==> src/msp_cfg.svh <==
`ifndef MSP_CFG_SVH
`define MSP_CFG_SVH

// Clock rate in kHz (12 MHz system clock)
`define MSP_CLK_KHZ 12000
// Blink half period in ms
`define MSP_BLINK_MS 50
// Blink half period in cycles, derived from the rate
`define MSP_BLINK_CYC ((`MSP_BLINK_MS) * (`MSP_CLK_KHZ))
// Wake pin must stay low longer than this many cycles
`define MSP_WAKE_MIN_CYC 2
// Width of the wake low-time counter
`define MSP_WAKE_CW 3
// Number of general-purpose pins
`define MSP_GPIO_N 3
// Reset value of each pin output enable bit (low enable = driving, so one = off)
`define MSP_GPIO_OE_RST_BIT 1'h1
// Reset level of the three indicator lamps
`define MSP_LED_RST 1'h1
// Reset value of the chirp permission (strap open)
`define MSP_CHIRP_RST 1'h1
// Reset value of the external PHY reset output enable (high = released / tri-state)
`define MSP_PHYRST_OE_RST 1'h1

`endif

==> src/msp_pkg.sv <==
package msp_pkg;
    // Loader start sequence after reset
    typedef enum logic [1:0] {
        MSP_LD_IDLE,
        MSP_LD_START,
        MSP_LD_WAIT,
        MSP_LD_DONE
    } msp_load_e;
endpackage : msp_pkg

==> src/msp_sync_if.sv <==
`timescale 1ns/1ps
`default_nettype none
// Synchronised pin levels passed from the input stage to the top
interface msp_sync_if;
    logic wake_low;
    logic strap_fs;
    modport src (output wake_low, output strap_fs);
    modport dst (input wake_low, input strap_fs);
endinterface : msp_sync_if
`default_nettype wire

==> src/msp_misc_pins.sv <==
// Operation
// - Ethernet LED low at 100, high at 10
// - Low reset sets everything to its reset level immediately
// - Configuration load starts by itself after reset
// - Wake needs more than two cycles low
// - General pins come up as inputs
// - PHY reset output tri-state until enabled
// - PHY held in reset until software release
// - Strap high allows high-speed chirp
// - Strap low forces full speed, no chirp
// - Activity LED shows speed when idle
// - Activity LED blinks during bulk-out
// - Speed LED steady by bus speed
`timescale 1ns/1ps
`default_nettype none
`include "msp_cfg.svh"
module msp_misc_pins #(
    parameter int unsigned BLINK_CYC = `MSP_BLINK_CYC,
    parameter int unsigned GPIO_N = `MSP_GPIO_N
) (
    // Clock and reset
    input wire logic clk,
    input wire logic reset_n,
    // Status from the PHY and USB cores
    input wire logic eth_is_100,
    input wire logic usb_high_speed,
    input wire logic bulk_out_active,
    // Software controls
    input wire logic [GPIO_N-1:0] gpio_oe_sw,
    input wire logic [GPIO_N-1:0] gpio_out_sw,
    input wire logic phy_rst_enable_sw,
    input wire logic phy_rst_release_sw,
    // Loader handshake
    input wire logic cfg_load_done,
    output logic cfg_load_start,
    // Pins from outside
    input wire logic external_wake_in_low,
    input wire logic force_full_speed_strap,
    input wire logic [GPIO_N-1:0] gpio_in,
    // Pins driven out
    output logic eth_rate_indicator,
    output logic usb_rate_indicator,
    output logic usb_activity_indicator,
    output logic [GPIO_N-1:0] gpio_out,
    output logic [GPIO_N-1:0] gpio_oe_n,
    output logic ext_phy_reset_out,
    output logic ext_phy_reset_oe_n,
    // Derived status
    output logic wake_request,
    output logic chirp_allowed,
    output logic [GPIO_N-1:0] gpio_level
);
    // ==========================================
    // Elaboration checks
    // A blink count below two cannot toggle on the terminal count
    if (BLINK_CYC < 2) begin : g_bad_blink
        $error("BLINK_CYC must be at least 2");
    end
    if (GPIO_N < 1) begin : g_bad_gpio
        $error("GPIO_N must be at least 1");
    end
    // The wake counter saturates, so it must reach beyond the limit
    if (`MSP_WAKE_MIN_CYC >= (1 << `MSP_WAKE_CW) - 1) begin : g_bad_wake
        $error("wake counter too narrow for its limit");
    end

    // ==========================================
    // Pin synchronisers
    // Wake and strap share one stage module; general pins live in the state below
    msp_sync_if sif ();

    msp_pin_sync u_sync (
        .clk(clk),
        .reset_n(reset_n),
        .external_wake_in_low(external_wake_in_low),
        .force_full_speed_strap(force_full_speed_strap),
        .sync(sif.src)
    );

    // ==========================================
    // State
    // One register image; the comb block edits a copy of it
    typedef struct packed {
        msp_pkg::msp_load_e ld;                 // Loader start sequence
        logic [`MSP_WAKE_CW-1:0] wake_cnt;      // Cycles the wake pin stayed low
        logic [31:0] blink_cnt;                 // Blink half-period counter
        logic blink_ph;                         // Blink phase
        logic fs_locked; // Qualified strap, high forces full speed
        logic eth_led;
        logic usb_led;
        logic act_led;
        logic [GPIO_N-1:0] g_out;
        logic [GPIO_N-1:0] g_oe_n;
        logic [GPIO_N-1:0] gin1; // General pin stage one
        logic [GPIO_N-1:0] gin2; // Stage two, votes with stage three
        logic [GPIO_N-1:0] gin3; // Stage three
        logic [GPIO_N-1:0] g_lvl;
        logic prst_out;
        logic prst_oe_n;
        logic wake;
        logic chirp;
        logic start;
    } msp_top_s;

    msp_top_s s_q;
    msp_top_s s_d;

    // Next-state logic for every output and counter
    always_comb begin
        s_d = s_q;
        s_d.start = 1'b0;
        // Loader kicks off once, right after reset release
        // The loader sees exactly one start pulse per reset
        case (s_q.ld)
            msp_pkg::MSP_LD_IDLE: begin
                s_d.ld = msp_pkg::MSP_LD_START;
            end
            msp_pkg::MSP_LD_START: begin
                s_d.start = 1'b1;
                s_d.ld = msp_pkg::MSP_LD_WAIT;
            end
            msp_pkg::MSP_LD_WAIT: begin
                if (cfg_load_done) begin
                    s_d.ld = msp_pkg::MSP_LD_DONE;
                end
            end
            msp_pkg::MSP_LD_DONE: begin
                s_d.ld = msp_pkg::MSP_LD_DONE;
            end
            default: begin
                s_d.ld = msp_pkg::MSP_LD_IDLE;
            end
        endcase
        // Strap is static on the board, so its qualified level is followed;
        // a latch at reset release would only see the synchroniser's pulled-up
        // reset value and lose a strap tied low
        s_d.fs_locked = sif.strap_fs;
        s_d.chirp = ~s_d.fs_locked;
        // Wake qualification: count low cycles, saturating
        // A bounce shorter than the limit clears the count and is lost
        if (sif.wake_low) begin
            if (s_q.wake_cnt != {`MSP_WAKE_CW{1'b1}}) begin
                s_d.wake_cnt = s_q.wake_cnt + `MSP_WAKE_CW'(1);
            end
        end else begin
            s_d.wake_cnt = '0;
        end
        s_d.wake = (s_d.wake_cnt > `MSP_WAKE_CW'(`MSP_WAKE_MIN_CYC));
        // Ethernet speed LED
        // Follows the PHY rate directly; this lamp never blinks
        s_d.eth_led = ~eth_is_100;
        // Speed LED: high at full speed, low at high speed, never blinks
        s_d.usb_led = ~(usb_high_speed & ~s_q.fs_locked);
        // Blink timer only runs during bulk-out
        // Each burst restarts the counter, so its first phase is a full half period
        if (bulk_out_active) begin
            if (s_q.blink_cnt >= BLINK_CYC - 1) begin
                s_d.blink_cnt = '0;
                s_d.blink_ph = ~s_q.blink_ph;
            end else begin
                s_d.blink_cnt = s_q.blink_cnt + 32'h1;
            end
            s_d.act_led = s_q.blink_ph;
        end else begin
            s_d.blink_cnt = '0;
            s_d.blink_ph = 1'b0;
            s_d.act_led = s_d.usb_led;
        end
        // Software steers the general pins; low enable drives
        s_d.g_oe_n = ~gpio_oe_sw;
        // Output value only reaches the pad where the enable is low
        s_d.g_out = gpio_out_sw;
        // Pin stages: the first feeds only the second; two and three vote
        s_d.gin1 = gpio_in;
        s_d.gin2 = s_q.gin1;
        s_d.gin3 = s_q.gin2;
        s_d.g_lvl = (s_q.gin2 == s_q.gin3) ? s_q.gin3 : s_q.g_lvl;
        // PHY reset: stays tri-state (pull holds PHY in reset) until enabled
        // The board's pull picks the reset level while the driver is off
        s_d.prst_oe_n = ~phy_rst_enable_sw;
        s_d.prst_out = phy_rst_release_sw;
    end

    // Reset forces every output to its safe level at once
    // Reset branch holds constants only, so release is clean
    always_ff @(posedge clk or negedge reset_n) begin
        if (!reset_n) begin
            // Every field cleared first, then the few that idle high
            s_q <= '0;
            s_q.ld <= msp_pkg::MSP_LD_IDLE;
            // Lamps show full speed and 10 Mb/s until the cores report
            s_q.eth_led <= `MSP_LED_RST;
            s_q.usb_led <= `MSP_LED_RST;
            s_q.act_led <= `MSP_LED_RST;
            s_q.chirp <= `MSP_CHIRP_RST;
            // Pins released: general pins read only, PHY reset left to its pull
            s_q.g_oe_n <= {GPIO_N{`MSP_GPIO_OE_RST_BIT}};
            s_q.prst_oe_n <= `MSP_PHYRST_OE_RST;
        end else begin
            s_q <= s_d;
        end
    end

    // ==========================================
    // Outputs straight from flops
    // Every pin comes from s_q, so no combinational path reaches a pad
    assign eth_rate_indicator = s_q.eth_led;
    assign usb_rate_indicator = s_q.usb_led;
    assign usb_activity_indicator = s_q.act_led;
    assign gpio_out = s_q.g_out;
    assign gpio_oe_n = s_q.g_oe_n;
    assign gpio_level = s_q.g_lvl;
    assign ext_phy_reset_out = s_q.prst_out;
    assign ext_phy_reset_oe_n = s_q.prst_oe_n;
    assign wake_request = s_q.wake;
    assign chirp_allowed = s_q.chirp;
    assign cfg_load_start = s_q.start;
endmodule : msp_misc_pins
`default_nettype wire

==> src/msp_pin_sync.sv <==
`timescale 1ns/1ps
`default_nettype none
// Three-stage pin synchroniser; a change counts once stages two and three agree
module msp_pin_sync (
    // Clock and reset
    input wire logic clk,
    input wire logic reset_n,
    // Raw pins
    input wire logic external_wake_in_low,
    input wire logic force_full_speed_strap,
    // Qualified levels
    msp_sync_if.src sync
);
    // ==========================================
    // State
    typedef struct packed {
        logic [2:0] wk;    // Wake pin stages
        logic [2:0] fs;    // Strap stages
        logic wake_lvl;    // Accepted wake level
        logic fs_lvl;      // Accepted strap level
    } msp_sync_s;

    msp_sync_s s_q;
    msp_sync_s s_d;

    // Next state: shift, and accept only agreeing stages
    always_comb begin
        s_d = s_q;
        s_d.wk = {s_q.wk[1:0], external_wake_in_low};
        s_d.fs = {s_q.fs[1:0], force_full_speed_strap};
        if (s_q.wk[1] == s_q.wk[2]) begin
            s_d.wake_lvl = s_q.wk[2];
        end
        if (s_q.fs[1] == s_q.fs[2]) begin
            s_d.fs_lvl = s_q.fs[2];
        end
    end

    // Idle-high pins reset to the pulled-up level
    always_ff @(posedge clk or negedge reset_n) begin
        if (!reset_n) begin
            s_q <= '{wk: 3'h7, fs: 3'h7, wake_lvl: 1'h1, fs_lvl: 1'h1};
        end else begin
            s_q <= s_d;
        end
    end

    assign sync.wake_low = ~s_q.wake_lvl;
    assign sync.strap_fs = ~s_q.fs_lvl;
endmodule : msp_pin_sync
`default_nettype wire

==> config.mk <==
export PLATFORM = sky130hd
export DESIGN_NAME = msp_misc_pins
export DESIGN_NICKNAME = d
export VERILOG_FILES = /design/src/msp_pkg.sv /design/src/msp_sync_if.sv /design/src/msp_misc_pins.sv /design/src/msp_pin_sync.sv
export VERILOG_INCLUDE_DIRS = /design/src /design/src/src
export SDC_FILE = /design/constraint.sdc
export NUM_CORES = 1
export LEC_CHECK = 0
export BUFFER_PORTS_ARGS = -buffer_cell sky130_fd_sc_hd__clkbuf_2
export CORE_MARGIN = 3
export CORE_UTILIZATION = 45
export DETAILED_ROUTE_END_ITERATION = 7
export PLACE_DENSITY = 0.67
export SLEW_MARGIN = 10
export SYNTH_ARGS = -nofsm -noshare
export SYNTH_HDL_FRONTEND = slang
export SYNTH_SLANG_ARGS = --single-unit
==> constraint.sdc <==
create_clock -name clk -period 1.9 [get_ports clk]
set_input_delay 0.095 -clock clk [delete_from_list [all_inputs] [get_ports clk]]
set_output_delay 0.095 -clock clk [all_outputs]
set_load 0.005 [all_outputs]
==> results.yml <==
status:
  status: "finished clean"
sta:
  setup_viol: 0
  final_period_minus_worst_setup_slack_ns: 1.784
  tightestPinTransition_ns: 0.4880
  achievable-frequency_mhz: 560.7
  holdWs_ns: 0.3095
  timing.setup.tns_ns: 0
  max_slew_margin_pct: 67.06
  min_period_over_period_pct: 93.87
  timing.final.hold_violations: 0
  final_max_slew_viol_count: 0
  clock_skew_ns: 0.009132
  grt_setup_unrepaired: "false"
logic_synthesis:
  synth_adder_area_share_pct: 1.651
  area_of_the_mapped_netlist_um2: 2728
  synth_warnings: 0
  yosys.area_share.simple_pct: 14.54
  yosys-mux-area-fraction_pct: 1.239
  synth_sequential_area_ratio_pct: 67.71
  compound_gate_fraction_of_synth_area_pct: 5.367
  cells_after_synthesis: 212
  postSynthAreaPerCell_um2: 12.87
  synth_cell_type_count: 39
  synth-xor-area-share_pct: 5.138
  synth-seq-cells: 73
  synth_top_family_by_area: "simple AND/OR/NAND/NOR gates"
worst_setup_path:
  crit_required_ns: 2.12
  critPathLaunchType: "flip-flop"
  timing.critical_path.slowest_cell_delay_ns: 0.39
  critical_path_fanouts_max: 3
  critical_path_class: "reg -> reg"
  worst-endpoint-arrival_ns: 2.00
  crit_path_cell_trace: "ha_1 -> and2_1 -> a2111oi_2 -> o211ai_2 -> mux2_1"
  cp_slowest_cell: "sky130_fd_sc_hd__dfrtp_1"
  setup.worst_path.end_class: "flip-flop"
grt:
  pin_count_of_the_biggest_net_entering_global_routing: 74
  first_global_vias: 1793
  grt_first_pass_wirelength_mm: 8.418
  antenna_found_initial: 0
  global_route_usage_over_all_layers_pct: 15.19
  grt_overflow: 0
power:
  powerDensity_nw_per_um2: 967.3
  power.ir.vdd_worst_uv: 762.2
  power_leakage_uw: 0.001555
clock_tree:
  post_cts_buffers: 0
  numClockSinks: 73
  cts_made_buffers: 9
  ctsRootBufferMaster: "sky130_fd_sc_hd__clkbuf_8"
  cts-htree-levels: 3
  tritoncts_clock_tree: "yes"
  cts_max_path_buffers: 2
  clk_pin_slew_worst_paths_ns: 0.08
  worstSkewPairLatency_ns: 0.34
final_layout:
  n_antenna_cell: 0
  final_layout_size_suffix_gt1_share_pct: 29.76
  num-nets-final: 305
  fill_cells: 460
  design_area_um2: 3468
  area_growth_pct: 27.16
die:
  die_h_um: 83.86
  die_x_um: 83.86
  start_util_pct: 48.06
  pin_count: 36
  core.rowCount: 27
  core_area_um2: 5675
  dieArea_um2: 7032
drt:
  wl_per_cell_um: 13.42
  drc: 0
  detailroute.via_count: 1745
  routed_wirelength_mm: 4.843
  antenna_violating_nets_post_route: 0
  wl_met1_mm: 1.996
  drt-vias-per-instance: 4.834
  wl_met3_um: 212
  detail_route.iter0.violations: 89
  detailroute.wirelength.met2_mm: 2.524
  highest-signal-layer: "met4"
  detail_route.first_pass.iterations: 4
placement:
  dp_hpwl_mm: 3.057
  routabilityCongestion: 0.7706
  detailed_place.area_um2: 3030
  port_buffers: 35
worst_hold_path:
  holdCritPathClass: "in -> async"
run:
  drv.max_cap_violation_count: 0
==> cell usage after synthesis, drive strengths merged <==
library cell / number / share of area (%)
and4: 2 / 0.64
conb: 1 / 0.14
nand2b: 3 / 0.69
ha: 2 / 0.92
and4bb: 1 / 0.46
buf: 11 / 2.8
dfstp: 16 / 15
xnor2: 8 / 2.6
nand4: 5 / 1.1
dfrtp: 57 / 52
nand2: 10 / 1.4
o31a: 1 / 0.32
clkbuf: 2 / 0.28
a21oi: 9 / 1.7
or2: 2 / 0.46
maj3: 2 / 0.73
and3: 6 / 1.4
nand3: 5 / 0.92
o31ai: 2 / 0.55
nor3: 2 / 0.37
nor4: 2 / 0.46
o21ai: 4 / 0.73
a2111oi: 2 / 1.3
xor2: 8 / 2.6
nor3b: 3 / 1.0
nor2b: 2 / 0.46
o211ai: 1 / 0.46
inv: 8 / 1.1
and2: 1 / 0.23
or4: 3 / 0.96
nor2: 24 / 3.3
mux2: 3 / 1.2
o311ai: 1 / 0.32
or3: 3 / 0.69
==> worst max-delay path, delay by kind of cell (launching register included) <==
| family | cells | cell delay [ns] |
|---|---|---|
| AO/OA/AOI/OAI | 2 | 0.53 |
| adder cells (fa/ha/maj) | 1 | 0.22 |
| flip-flops | 1 | 0.39 |
| multiplexers | 1 | 0.34 |
| AND/OR/NAND/NOR | 1 | 0.19 |
==> cell usage in the layout (no fill, tap or decap), drive strengths merged, types with 9 or more instances in the layout <==
| cell | count |
|---|---|
| dfrtp | 57 |
| clkbuf | 45 |
| nor2 | 24 |
| dlygate4sd3 | 18 |
| dfstp | 16 |
| conb | 12 |
| buf | 11 |
| nand2 | 10 |
| a21oi | 9 |
==> report_power, final <==
| group | internal, uW | switching, uW | leakage, uW |
|---|---|---|---|
| Sequential | 1660 | 40.5 | 0.000884 |
| Clock | 906 | 549 | 0.000120 |
| Combinational | 109 | 95.1 | 0.000551 |
==> kinds of logic (layout without fill, tap and decap cells) <==
| kind of cell | after synthesis | after routing |
|---|---|---|
| AOI/OAI and AO/OA | 20 | 20 |
| xor gates and xnor gates | 16 | 16 |
| adders and majority gates | 4 | 4 |
| buffers and inverters | 21 | 87 |
| DFF | 73 | 73 |
| muxes | 3 | 3 |
| other | 1 | 12 |
| and+or+nand+nor | 74 | 74 |
==> per-layer routing <==
metal / GRT usage (%) / vias up
met5: 0 / -
met4: 8.041 / 0
met3: 4.146 / 12
met2: 24.80 / 41
met1: 18.27 / 853
li1: - / 839
==> sequential cells by signal, summed over array words and instances, names as in the netlist <==
| signal | count |
|---|---|
| wake_request | 1 |
| s_d | 6 |
| ext_phy_reset_oe_n | 1 |
| usb_rate_indicator | 1 |
| gpio_oe_n | 3 |
| usb_activity_indicator | 1 |
| cfg_load_start | 1 |
| s_q | 42 |
| gpio_level | 3 |
| eth_rate_indicator | 1 |
| ext_phy_reset_out | 1 |
| chirp_allowed | 1 |
| u_sync.s_q | 4 |
| u_sync.s_d | 4 |
| gpio_out | 3 |
==> metrics by stage <==
step           std cells  utilization [%]  total power (uW)  setup WS [ns]
2_1_floorplan        223                -              1823        0.02834
3_3_place_gp         326            53.40              1892        0.08268
3_5_place_dp         326            53.40              1903        0.03667
4_1_cts              360            60.87              3399        0.02718
5_1_grt              361            61.11              3501        0.01464
6_report             361            61.11              3355         0.1165
==> layout make-up <==
| class | instances | area, um2 | share of cell area [%] |
|---|---|---|---|
| Sequential cell | 73 | 1847 | 53.25 |
| Multi-Input combinational cell | 129 | 813.3 | 23.45 |
| Timing Repair Buffer | 63 | 444.2 | 12.81 |
| Clock buffer | 11 | 141.4 | 4.076 |
| Clock inverter | 5 | 102.6 | 2.958 |
| Tap cell | 72 | 90.09 | 2.597 |
| Inverter | 8 | 30.03 | 0.8658 |
==> worst paths after layout <==
check                        start            end  slack [ns]  cells past startpoint
max                        s_q[28]        s_q[27]        0.12                      5
min                        reset_n    gpio_out[0]        0.31                      3
max reg2reg                s_q[28]        s_q[27]        0.12                      5
min reg2reg                s_d[13]        s_d[10]        0.34                      0
max in group asynchronous  reset_n  u_sync.s_q[1]        1.27                      3
min in group clk           s_d[13]        s_d[10]        0.34                      0
==> what timing repair did <==
item / in CTS / in global routing
gates resized for setup: 0 / 2
endpoints found under the hold margin: 74 / 0
setup endpoints to repair: 0 / 17
hold buffers: 18 / 0
No activity file was read; power rests on OpenSTA's default activity.
